File: src/verilog/drp_pkg.sv
//----------------------------------------------------------------------
// Purpose: Shared constants and types for refresh and power-down link
// Assumes: One 20 MHz clock shared by both ends
// Notes:   Times in ns or clocks, cycle counts derived from them
//----------------------------------------------------------------------
package drp_pkg;

   //-------------------------------------------------------------------
   // Clock and timing
   //-------------------------------------------------------------------
   localparam int CLK_NS = 50;
   localparam int T_RFC_NS = 160;
   localparam int T_REFI_NS = 7800;
   localparam int T_CKE_NS = 6;
   localparam int T_XS_NS = 170;
   localparam int T_XP_NS = 24;
   localparam int T_XPDLL_NS = 24;
   localparam int T_CKSRE_NS = 10;
   localparam int T_CKSRX_NS = 10;
   localparam int T_XSDLL_CK = 512;
   localparam int T_CPDED_CK = 1;
   localparam int ODTL_CK = 4;
   localparam int PD_MAX_REFI = 9;

   localparam int TW = 12;
   // Least times round up
   localparam logic [TW-1:0] RFC_CYC = TW'((T_RFC_NS + CLK_NS - 1) / CLK_NS);
   localparam logic [TW-1:0] CKE_CYC = TW'((T_CKE_NS + CLK_NS - 1) / CLK_NS);
   localparam logic [TW-1:0] XS_CYC = TW'((T_XS_NS + CLK_NS - 1) / CLK_NS);
   localparam logic [TW-1:0] XP_CYC = TW'((T_XP_NS + CLK_NS - 1) / CLK_NS);
   localparam logic [TW-1:0] XPDLL_CYC =
      TW'((T_XPDLL_NS + CLK_NS - 1) / CLK_NS);
   localparam logic [TW-1:0] CKSRE_CYC =
      TW'((T_CKSRE_NS + CLK_NS - 1) / CLK_NS);
   localparam logic [TW-1:0] CKSRX_CYC =
      TW'((T_CKSRX_NS + CLK_NS - 1) / CLK_NS);
   localparam logic [TW-1:0] XSDLL_CYC = TW'(T_XSDLL_CK);
   localparam logic [TW-1:0] CPDED_CYC = TW'(T_CPDED_CK);
   // ODT low for ODTL plus half a clock, rounded up
   localparam logic [TW-1:0] ODTOFF_CYC = TW'(ODTL_CK + 1);
   // Longest times round down
   localparam logic [TW-1:0] REFI_CYC = TW'(T_REFI_NS / CLK_NS);
   localparam logic [TW-1:0] PD_MAX_CYC =
      TW'((PD_MAX_REFI * T_REFI_NS) / CLK_NS);

   //-------------------------------------------------------------------
   // Refresh debt limits and reset values
   //-------------------------------------------------------------------
   localparam logic signed [4:0] DEBT_MAX = 5'sh08;
   localparam logic signed [4:0] DEBT_MIN = -5'sh08;
   localparam logic [13:0] ROW_RST = 14'h0000;

   //-------------------------------------------------------------------
   // Command encoding {cs_n, ras_n, cas_n, we_n}
   //-------------------------------------------------------------------
   localparam logic [3:0] CMD_REF = 4'h1;
   localparam logic [3:0] CMD_NOP = 4'h7;
   localparam logic [3:0] CMD_DES = 4'hf;

   typedef enum logic [2:0] {
      DS_RESET = 3'b000,
      DS_IDLE  = 3'b001,
      DS_REF   = 3'b010,
      DS_SREF  = 3'b011,
      DS_PD    = 3'b100
   } drp_dev_state_type;

   typedef enum logic [3:0] {
      CS_IDLE   = 4'b0000,
      CS_REF    = 4'b0001,
      CS_ODTOFF = 4'b0010,
      CS_SR     = 4'b0011,
      CS_SRCLK  = 4'b0100,
      CS_SRXS   = 4'b0101,
      CS_PD     = 4'b0110,
      CS_PDX    = 4'b0111
   } drp_ctl_state_type;

endpackage : drp_pkg

File: src/verilog/drp_link_if.sv
//----------------------------------------------------------------------
// Purpose: Command, clock-enable, ODT and reset wires between the ends
// Assumes: Both ends clocked by the same sys_clk_i
// Notes:   All signals driven by the controller end only
//----------------------------------------------------------------------
`timescale 1ns/1ps
interface drp_link_if;
   logic cke;
   logic cs_n;
   logic ras_n;
   logic cas_n;
   logic we_n;
   logic odt;
   logic reset_n;

   modport ctrl (
      output cke, cs_n, ras_n, cas_n, we_n, odt, reset_n
   );
   modport dram (
      input cke, cs_n, ras_n, cas_n, we_n, odt, reset_n
   );
endinterface : drp_link_if

File: src/verilog/drp_ctrl_end.sv
//----------------------------------------------------------------------
// Purpose: Controller-side refresh scheduling, self-refresh, power-down
// Assumes: User closes banks and meets precharge time before idle_i
// Notes:   Drives all link wires; clk_stop_ok_o flags when the memory clock may stop in self-refresh
//----------------------------------------------------------------------
// Contract
// - Refresh is low selects, high write enable
// - Refresh only with all banks precharged
// - Only NOP until refresh cycle ends
// - At most eight refreshes postponed
// - Up to eight refreshes pulled in
// - Clear postponed refreshes before self-refresh
// - Self-refresh entry is refresh with low enable
// - Banks idle, termination off before self-refresh
// - Hold enable low during self-refresh
// - Memory toggles its DLL around self-refresh
// - Stay in self-refresh the minimum pulse
// - Clock stop and restart around self-refresh
// - Exit with NOP, then short/long delays
// - NOP during exit, enable high, ODT off
// - Extra refresh before self-refresh re-entry
// - No power-down during busy operations
// - Memory picks active or precharge power-down
// - NOP through power-down entry delay
// - Slow exit stops DLL in precharge power-down
// - Reset low ends power-down
// - Power-down at least pulse, at most nine intervals
// - Power-down exit with NOP, exit latency
//----------------------------------------------------------------------
`timescale 1ns/1ps
module drp_ctrl_end (
   // Clock and reset
   input wire logic sys_clk_i,
   input wire logic srst_i,
   // Link
   drp_link_if.ctrl link,
   // User requests and status
   input wire logic idle_i,
   input wire logic busy_i,
   input wire logic bank_open_i,
   input wire logic pd_fast_exit_i,
   input wire logic odt_i,
   input wire logic ref_req_i,
   input wire logic sr_req_i,
   input wire logic pd_req_i,
   // Controller status
   output drp_pkg::drp_ctl_state_type state_o,
   output logic signed [4:0] debt_o,
   output logic ref_due_o,
   output logic ref_urgent_o,
   output logic ref_issued_o,
   output logic cmd_ok_o,
   output logic dll_ready_o,
   output logic clk_stop_ok_o
);
   import drp_pkg::*;

   typedef struct packed {
      drp_ctl_state_type st;
      logic [TW-1:0] tmr;
      logic [TW-1:0] refi_tmr;
      logic [TW-1:0] pd_tmr;
      logic [TW-1:0] dll_tmr;
      logic signed [4:0] debt;
      logic need_ref;
      logic cke;
      logic [3:0] cmd;
      logic odt;
      logic rst_n;
      logic ref_pulse;
      logic clk_stop_ok;
   } drp_ctl_reg_type;

   drp_ctl_reg_type r;
   drp_ctl_reg_type next_r;
   logic tick;
   logic issue_ref;
   logic in_sr;

   // Larger of two cycle counts, minus one for a down-counter
   function automatic logic [TW-1:0] span(input logic [TW-1:0] a,
                                          input logic [TW-1:0] b);
      span = ((a > b) ? a : b) - 12'h001;
   endfunction : span

   // Average refresh interval tick; no debt while memory self-refreshes
   assign tick = (r.refi_tmr == '0);
   assign in_sr = (r.st == CS_SR) || (r.st == CS_SRCLK) ||
                  (r.st == CS_ODTOFF);

   //-------------------------------------------------------------------
   // Refresh issue decision
   //-------------------------------------------------------------------
   always_comb begin
      issue_ref = 1'b0;
      if (r.st == CS_IDLE && r.rst_n) begin
         if (idle_i && !busy_i && (r.debt > 5'sh00 || r.need_ref ||
             (ref_req_i && r.debt > DEBT_MIN))) begin
            issue_ref = 1'b1;
         end
      end
   end

   //-------------------------------------------------------------------
   // Next state
   //-------------------------------------------------------------------
   always_comb begin
      next_r = r;
      next_r.rst_n = 1'b1;
      next_r.ref_pulse = 1'b0;
      next_r.refi_tmr = tick ? (REFI_CYC - 12'h001) :
                        (r.refi_tmr - 12'h001);
      if (r.dll_tmr != '0) begin
         next_r.dll_tmr = r.dll_tmr - 12'h001;
      end
      if (tick && !in_sr && !issue_ref && r.debt < DEBT_MAX) begin
         next_r.debt = r.debt + 5'sh01;
      end else if (issue_ref && !(tick && !in_sr) &&
                   r.debt > DEBT_MIN) begin
         next_r.debt = r.debt - 5'sh01;
      end
      next_r.odt = odt_i && (r.dll_tmr == '0) && r.st == CS_IDLE;
      next_r.cmd = CMD_NOP;
      case (r.st)
         CS_IDLE: begin
            next_r.cke = 1'b1;
            if (issue_ref) begin
               next_r.cmd = CMD_REF;
               next_r.st = CS_REF;
               next_r.tmr = RFC_CYC - 12'h001;
               next_r.need_ref = 1'b0;
               next_r.ref_pulse = 1'b1;
            end else if (sr_req_i && idle_i && !busy_i &&
                         r.debt <= 5'sh00 && !r.need_ref &&
                         r.tmr == '0) begin
               next_r.st = CS_ODTOFF;
               next_r.odt = 1'b0;
               next_r.tmr = ODTOFF_CYC - 12'h001;
            end else if (pd_req_i && !busy_i && r.dll_tmr == '0 &&
                         r.debt < DEBT_MAX) begin
               next_r.cke = 1'b0;
               next_r.st = CS_PD;
               next_r.tmr = span(CKE_CYC, CPDED_CYC);
               next_r.pd_tmr = '0;
            end else if (r.tmr != '0) begin
               next_r.tmr = r.tmr - 12'h001;
            end
         end
         CS_REF: begin
            if (r.tmr == '0) begin
               next_r.st = CS_IDLE;
            end else begin
               next_r.tmr = r.tmr - 12'h001;
            end
         end
         CS_ODTOFF: begin
            next_r.odt = 1'b0;
            if (r.tmr == '0) begin
               next_r.cmd = CMD_REF;
               next_r.cke = 1'b0;
               next_r.st = CS_SR;
               next_r.tmr = span(CKE_CYC, CKSRE_CYC);
            end else begin
               next_r.tmr = r.tmr - 12'h001;
            end
         end
         CS_SR: begin
            next_r.cke = 1'b0;
            next_r.cmd = CMD_DES;
            if (r.tmr != '0) begin
               next_r.tmr = r.tmr - 12'h001;
            end else if (!sr_req_i) begin
               next_r.st = CS_SRCLK;
               next_r.clk_stop_ok = 1'b0;
               next_r.tmr = CKSRX_CYC - 12'h001;
            end else begin
               next_r.clk_stop_ok = 1'b1;
            end
         end
         CS_SRCLK: begin
            next_r.cke = 1'b0;
            next_r.cmd = CMD_DES;
            if (r.tmr == '0) begin
               next_r.cke = 1'b1;
               next_r.cmd = CMD_NOP;
               next_r.st = CS_SRXS;
               next_r.tmr = XS_CYC - 12'h001;
               next_r.dll_tmr = XSDLL_CYC - 12'h001;
               next_r.need_ref = 1'b1;
            end else begin
               next_r.tmr = r.tmr - 12'h001;
            end
         end
         CS_SRXS: begin
            // only NOP in short exit interval
            next_r.cke = 1'b1;
            if (r.tmr == '0) begin
               next_r.st = CS_IDLE;
            end else begin
               next_r.tmr = r.tmr - 12'h001;
            end
         end
         CS_PD: begin
            next_r.cke = 1'b0;
            next_r.pd_tmr = r.pd_tmr + 12'h001;
            if (r.tmr != '0) begin
               next_r.tmr = r.tmr - 12'h001;
            // min pulse, nine intervals at most
            end else if (!pd_req_i || r.debt >= DEBT_MAX ||
                         r.pd_tmr >= PD_MAX_CYC - 12'h001) begin
               next_r.cke = 1'b1;
               next_r.st = CS_PDX;
               next_r.tmr = span(XP_CYC, CKE_CYC);
               if (!bank_open_i && !pd_fast_exit_i) begin
                  next_r.dll_tmr = XPDLL_CYC - 12'h001;
               end
            end
         end
         CS_PDX: begin
            next_r.cke = 1'b1;
            if (r.tmr == '0) begin
               next_r.st = CS_IDLE;
            end else begin
               next_r.tmr = r.tmr - 12'h001;
            end
         end
         default: next_r.st = CS_IDLE;
      endcase
   end

   //-------------------------------------------------------------------
   // State register
   //-------------------------------------------------------------------
   always_ff @(posedge sys_clk_i) begin
      if (srst_i) begin
         r <= '{st: CS_IDLE, tmr: '0, refi_tmr: REFI_CYC - 12'h001,
                pd_tmr: '0, dll_tmr: '0, debt: 5'sh00,
                need_ref: 1'b0, cke: 1'b0, cmd: CMD_DES, odt: 1'b0,
                rst_n: 1'b0, ref_pulse: 1'b0, clk_stop_ok: 1'b0};
      end else begin
         r <= next_r;
      end
   end

   //-------------------------------------------------------------------
   // Link and status outputs
   //-------------------------------------------------------------------
   assign link.cke = r.cke;
   assign link.cs_n = r.cmd[3];
   assign link.ras_n = r.cmd[2];
   assign link.cas_n = r.cmd[1];
   assign link.we_n = r.cmd[0];
   assign link.odt = r.odt;
   assign link.reset_n = r.rst_n;
   assign state_o = r.st;
   assign debt_o = r.debt;
   assign ref_due_o = (r.debt > 5'sh00);
   assign ref_urgent_o = (r.debt >= DEBT_MAX);
   assign ref_issued_o = r.ref_pulse;
   assign cmd_ok_o = (r.st == CS_IDLE);
   assign dll_ready_o = (r.dll_tmr == '0);
   assign clk_stop_ok_o = r.clk_stop_ok;

endmodule : drp_ctrl_end

File: src/flat_wrapper.sv
// flat-port wrapper written by rule: the top's interface ports become plain ports
module drp_ctrl_end_flat import drp_pkg::*;
  (sys_clk_i, srst_i, idle_i, busy_i, bank_open_i, pd_fast_exit_i, odt_i, ref_req_i, sr_req_i, pd_req_i, state_o, debt_o, ref_due_o, ref_urgent_o, ref_issued_o, cmd_ok_o, dll_ready_o, clk_stop_ok_o, link_cke, link_cs_n, link_ras_n, link_cas_n, link_we_n, link_odt, link_reset_n);
  drp_link_if link_i ();
  input wire logic sys_clk_i;
  input wire logic srst_i;
  input wire logic idle_i;
  input wire logic busy_i;
  input wire logic bank_open_i;
  input wire logic pd_fast_exit_i;
  input wire logic odt_i;
  input wire logic ref_req_i;
  input wire logic sr_req_i;
  input wire logic pd_req_i;
  output drp_pkg::drp_ctl_state_type state_o;
  output logic signed [4:0] debt_o;
  output logic ref_due_o;
  output logic ref_urgent_o;
  output logic ref_issued_o;
  output logic cmd_ok_o;
  output logic dll_ready_o;
  output logic clk_stop_ok_o;
  output wire logic [$bits(link_i.cke)-1:0] link_cke;
  output wire logic [$bits(link_i.cs_n)-1:0] link_cs_n;
  output wire logic [$bits(link_i.ras_n)-1:0] link_ras_n;
  output wire logic [$bits(link_i.cas_n)-1:0] link_cas_n;
  output wire logic [$bits(link_i.we_n)-1:0] link_we_n;
  output wire logic [$bits(link_i.odt)-1:0] link_odt;
  output wire logic [$bits(link_i.reset_n)-1:0] link_reset_n;
  assign link_cke = link_i.cke;
  assign link_cs_n = link_i.cs_n;
  assign link_ras_n = link_i.ras_n;
  assign link_cas_n = link_i.cas_n;
  assign link_we_n = link_i.we_n;
  assign link_odt = link_i.odt;
  assign link_reset_n = link_i.reset_n;
  drp_ctrl_end u_core (.sys_clk_i(sys_clk_i), .srst_i(srst_i), .link(link_i), .idle_i(idle_i), .busy_i(busy_i), .bank_open_i(bank_open_i), .pd_fast_exit_i(pd_fast_exit_i), .odt_i(odt_i), .ref_req_i(ref_req_i), .sr_req_i(sr_req_i), .pd_req_i(pd_req_i), .state_o(state_o), .debt_o(debt_o), .ref_due_o(ref_due_o), .ref_urgent_o(ref_urgent_o), .ref_issued_o(ref_issued_o), .cmd_ok_o(cmd_ok_o), .dll_ready_o(dll_ready_o), .clk_stop_ok_o(clk_stop_ok_o));
endmodule
File: config.mk
export PLATFORM = sky130hd
export DESIGN_NAME = drp_ctrl_end_flat
export DESIGN_NICKNAME = d
export VERILOG_FILES = /design/src/verilog/drp_pkg.sv /design/src/verilog/drp_link_if.sv /design/src/verilog/drp_ctrl_end.sv /design/src/flat_wrapper.sv
export SDC_FILE = /design/constraint.sdc
export NUM_CORES = 1
export LEC_CHECK = 0
export BUFFER_PORTS_ARGS = -buffer_cell sky130_fd_sc_hd__buf_2
export CAP_MARGIN = 20
export CORE_AREA = 3 3 107 109
export DETAILED_ROUTE_END_ITERATION = 8
export DIE_AREA = 0 0 110 112
export PLACE_DENSITY = 0.58
export SLEW_MARGIN = 20
export SYNTH_ARGS = -nofsm -noshare
export SYNTH_HDL_FRONTEND = slang
export SYNTH_SLANG_ARGS = --single-unit
File: constraint.sdc
create_clock -name sys_clk_i -period 8.8 [get_ports sys_clk_i]
set_input_delay 1.76 -clock sys_clk_i [delete_from_list [all_inputs] [get_ports sys_clk_i]]
set_output_delay 1.76 -clock sys_clk_i [all_outputs]
set_load 0.05 [all_outputs]
### Word level (Yosys, flattened, before mapping)

Index checks and enable logic that the tools add are counted.

* bits of input ports: 10
* word-level logic and storage cells: 159
* output and inout bits: 22
* bits in registers: 67

* magnitude comparators: 6
* add/sub/neg operators: 6
* muxes and demuxes: 54
* equal/unequal tests: 23
* bitwise logic cells: 2
* reductions and logical operators: 55

Operators by type and width (count)
* $mux 12: 15
* $pmux 12 s6: 1
* $mux 16: 4
* $pmux 12 s2: 2
* $logic_not 12->1: 3
* $sub 12x1->12 const B: 3
* $mux 4: 6
* $pmux 4 s6: 1
* $reduce_bool 12->1: 2
* $logic_and 1x1->1: 20
* $eq 4x3->1 const B: 4
* $ne 2x2->1 const B: 8
* $pmux 4 s4: 1
* $mux 1: 15
* $mux 5: 3
* $add 12x1->12 const B: 1
* $ge 12x11->1 const B: 1
* $reduce_bool 6->1: 2
* $eq 4x2->1 const B: 2
* $logic_not 1->1: 8
* $ne 2x1->1 const B: 4
* $reduce_and 8->1: 1
* $logic_or 1x1->1: 6
* $mux 3: 2
* other kinds (24): 31

### Logic depth before layout (Yosys ltp)

* depth after elaboration: 10
* gate-level depth with buffers: 13

### Worst setup path after synthesis

OpenSTA, ideal clock, no wires.

* path kind: input-to-reg
* from: input ref_req_i
* to: register u_core.r, in the netlist u_core.debt_o[4]
* library setup time: 0.079 ns
* arrival time: 4.167 ns
* stages on the path: 11
* setup slack: 4.554 ns
* cell sequence: a21boi_0 > o221ai_1 > and2_0 > a2111oi_4 > inv_1 > fa_1 > a21o_1 > a21oi_1 > nand3_1 > o311a_1 > a211oi_2

* longest elaborated chain between the ends: 9
* elaborated cells between the ends (all ways): 12
* classes of those cells: mux: 3; reduce/logical: 9

Ends and longest elaborated chain
* start, declared: RTL line flat_wrapper.sv:12 `input wire logic ref_req_i;`
* $logic_and 1x1->1 *: RTL line drp_ctrl_end.sv:98 `(ref_req_i && r.debt > DEBT_MIN))) begin`
* $logic_or 1x1->1 *: RTL line drp_ctrl_end.sv:97 `if (idle_i && !busy_i && (r.debt > 5'sh00 || r.need_ref ||`
* $logic_and 1x1->1 *: RTL line drp_ctrl_end.sv:97
* $mux 1 *: RTL line drp_ctrl_end.sv:97
* $mux 1 *: RTL line drp_ctrl_end.sv:96 `if (r.st == CS_IDLE && r.rst_n) begin`
* $logic_not 1->1: RTL line drp_ctrl_end.sv:116 `if (tick && !in_sr && !issue_ref && r.debt < DEBT_MAX) begin`
* $logic_and 1x1->1 (2 in series): RTL line drp_ctrl_end.sv:116
* $mux 5 / $reduce_bool 2->1 (equally long branches)
* end signal, assigned: RTL line drp_ctrl_end.sv:236 `r <= '{st: CS_IDLE, tmr: '0, refi_tmr: REFI_CYC - 12'h001,`
* end signal, assigned: RTL line drp_ctrl_end.sv:241 `r <= next_r;`
* end, declared: RTL line drp_ctrl_end.sv:74 `drp_ctl_reg_type r;`

Every way passes the cells marked *; elsewhere a longest branch is shown, timed or not.
A chain may end at the register's enable or synchronous reset.

### Worst setup path in the final report

Ends and elaborated chain as after synthesis.

==> results.sh <==
export IMPL_status="finished, final reports clean"
export IMPL_routed_wirelength_um=8420
export IMPL_synthFlopType="dfxtp_1"
export IMPL_switchingPower_mw=0.638
export IMPL_die_area_sq_um=12300
export IMPL_fin_setup_tns_ps=0
export IMPL_h_tree_depth=3
export IMPL_maxCapViolations=0
export IMPL_grt_use_total_pct=14.8
export IMPL_internal_power_mw=0.713
export IMPL_synth_compound_area_share_pct=20.5
export IMPL_criticalPathCategory="input port to flip-flop"
export IMPL_grt_max_degree=34
export IMPL_slew_viol_final=0
export IMPL_diodes=0
export IMPL_wl_per_cell_um=14.3
export IMPL_dp_cells=571
export IMPL_dr_total_vias=3101
export IMPL_clock_path_buffers=2
export IMPL_syn2layout_area_growth_pct=7.60
export IMPL_ir_drop_mv=0.155
export IMPL_yosysMostFrequentCell="dfxtp_1"
export IMPL_place_congestion=0.815
export IMPL_postCtsSetupRepairBufs=0
export IMPL_synthArstFlopShare_pct=0
export IMPL_synth_fa_ha_area_share_pct=3.33
export IMPL_yosys_area_share_simple_pct=24.7
export IMPL_grt_pass1_wl_um=14500
export IMPL_hold_buffers=0
export IMPL_swShare_pct=47.2
export IMPL_syn_instance_count=429
export IMPL_cp_data_required_time_ps=9070
export IMPL_fin_total_pwr_mw=1.35
export IMPL_numPortBuffers=29
export IMPL_antenna_found_initial=0
export IMPL_ys_warn_count=0
export IMPL_hold_path_class="flip-flop to flip-flop"
export IMPL_yosysSeqAreaShare_pct=35.5
export IMPL_r2r_start="u_core.r[39]"
export IMPL_cts_resized=0
export IMPL_synth_top_cell_by_area="dfxtp_1"
export IMPL_seqPwrFrac_pct=32.1
export IMPL_io_pins=32
export IMPL_start_util_pct=33.7
export IMPL_cp_max_fo=6
export IMPL_cts_buffers_inserted=9
export IMPL_grt_pass1_vias=3059
export IMPL_drt_iter0_markers=180
export IMPL_first_pass_iters=4
export IMPL_grt_setup_unrepaired="no"
export IMPL_synth_edf_count=0
export IMPL_finalNetCount=461
export IMPL_netlist_area_sq_um=3600
export IMPL_synth_xor_area_share_pct=6.07
export IMPL_p_per_area_nw_per_um2=348
export IMPL_clk_pin_slew_ps=60
export IMPL_start_kind="input port"
export IMPL_hold_viol=0
export IMPL_end_kind="flip-flop"
export IMPL_fin_util_pct=36.3
export IMPL_p_clk_share_pct=16.3
export IMPL_worst_slew_pin_slew_ps=816
export IMPL_grt_ovfl_total=0
export IMPL_hold_slack_ps=395
export IMPL_critPathArrivalTime_ps=4640
export IMPL_max_freq_mhz=229
export IMPL_synth_area_top_cells="dfxtp_1, nor2_1, nand2_1"
export IMPL_hpwl_um=5970
export IMPL_min_delay_path_depth=1
export IMPL_min_delay_start="u_core.r[39]"
export IMPL_fin_crit_ps=4370
export IMPL_drc_errors=0
export IMPL_die_h_um=112
export IMPL_clkLatencyLatePin_ps=350
export IMPL_cts_tree="done"
export IMPL_fin_cells=587
export IMPL_yosysTopAreaCellShare_pct=35.5
export IMPL_period_share_pct=49.7
export IMPL_finalSetupViolations=0
export IMPL_multi_input_area_sq_um=2030
export IMPL_synth_top_family_by_area="simple AND/OR/NAND/NOR gates"
export IMPL_r2r_cells=13
export IMPL_layout_drive_gt1_share_pct=15.7
export IMPL_syn_avg_cell_area_sq_um=8.40
export IMPL_core_rowCount=38
export IMPL_synthesis_nets=448
export IMPL_min_to="u_core.r[39]"
export IMPL_ant_nets=0
export IMPL_synthDistinctLibCells=70
export IMPL_max_slew_margin_pct=45.1
export IMPL_seq_area_sq_um=1280
export IMPL_synthMuxAreaShare_pct=1.39
export IMPL_dieWidth_um=110
export IMPL_vias_per_cell=5.28
export IMPL_regToRegSetupSlack_ps=4970
export IMPL_r2r_end="u_core.debt_o[4]"
export IMPL_clk_root_buffer_cell="clkbuf_8"
export IMPL_core_sq_um=10700
export IMPL_fin_skew_ps=7.65
export IMPL_nFillCells=1156
export IMPL_yosys_top_cells_count="dfxtp_1, nor2_1, nand2_1"
export IMPL_ys_seq_elements=64
export IMPL_cts_sinks=64
export IMPL_power_leakage_nw=1.44
export IMPL_combPwrFrac_pct=51.7
==> flip-flops by register name (all words and copies together) (netlist names) <==
| name | flops |
|---|---|
| u_core.r | 49 |
| u_core.debt_o | 5 |
| u_core.state_o | 3 |
| u_core.clk_stop_ok_o | 1 |
| u_core.link.cke | 1 |
| u_core.link.cs_n | 1 |
| u_core.link.odt | 1 |
| u_core.link.ras_n | 1 |
| u_core.link.reset_n | 1 |
| u_core.ref_issued_o | 1 |
==> cells in the final DEF (no fill, tap or decap), types with 3 or more instances in the layout <==
cell type and n:
a211oi_1 3, a21boi_0 3, a21o_1 3, a21oi_1 25
a311oi_1 9, a31oi_1 3, buf_2 29, clkbuf_8 10
clkinv_2 4, dfxtp_1 64, ha_1 8, inv_1 22
mux2i_1 5, nand2_1 38, nand3_1 18, nand4_1 5
nor2_1 45, nor3_1 17, nor4_1 7, o21ai_0 28
o31ai_1 4, o32ai_1 4, or2_2 3, or2b_2 3
or4_1 3, xnor2_1 14, xor2_1 11
==> cell families (layout without fill, tap and decap cells) <==
family / Yosys count / in the layout
compound gates: 106 / 106
simple gates: 169 / 169
buf+inv: 49 / 67
mux: 5 / 5
flops: 64 / 64
other cells: 2 / 2
xor+xnor: 25 / 25
fa+ha+maj: 9 / 9
==> worst max path at each step <==
stage | slack, ps | from | end | cells after the start
after floorplan | 4550 | ref_req_i | u_core.debt_o[4] | 11
after global placement | 4240 | ref_req_i | u_core.debt_o[4] | 12
after detailed placement | 4090 | ref_req_i | u_core.debt_o[4] | 12
after CTS | 4450 | ref_req_i | u_core.debt_o[4] | 12
after global routing | 4090 | ref_req_i | u_core.debt_o[4] | 12
final | 4430 | ref_req_i | u_core.debt_o[4] | 12
==> stage by stage <==
| step | worst slack, ps | area, sq um |
|---|---|---|
| after floorplan | 4550 | 3600 |
| after global placement | 4240 | 3710 |
| after detailed placement | 4090 | 3710 |
| after CTS | 4450 | 3880 |
| after global routing | 4090 | 3880 |
| final | 4430 | 3880 |
==> worst max-delay path: stages <==
cell	delay (ps)
buf_2	110
a21boi_0	170
o221ai_1	230
and2_0	320
a2111oi_4	510
inv_1	180
fa_1	440
a21o_1	180
a21oi_1	240
nand3_1	140
o311a_1	150
a211oi_2	200
==> layout make-up <==
cell class	instances	area share [%]
inverters	22	2.13
multi-input cells	316	52.3
clock buffers	12	3.74
well taps	140	4.52
clock inverters	4	0.516
repair buffers	29	3.74
flip-flops and latches	64	33.0
==> power groups by stage <==
stage / logic [mW] / clock network (mW) / registers, mW
2_1_floorplan: 0.612 / 0 / 0.431
3_3_place_gp: 0.684 / 0 / 0.437
3_5_place_dp: 0.692 / 0 / 0.438
4_1_cts: 0.697 / 0.230 / 0.432
5_1_grt: 0.783 / 0.240 / 0.445
6_report: 0.698 / 0.220 / 0.433
==> per-layer routing <==
metal	track usage, %	routed length (um)	vias up
li1	-	-	1560
met1	19.5	4080	1468
met2	22.7	3890	65
met3	3.59	329	8
met4	6.32	118	0
met5	0	0	-
Note: power is estimated with default switching activity, not from simulation.
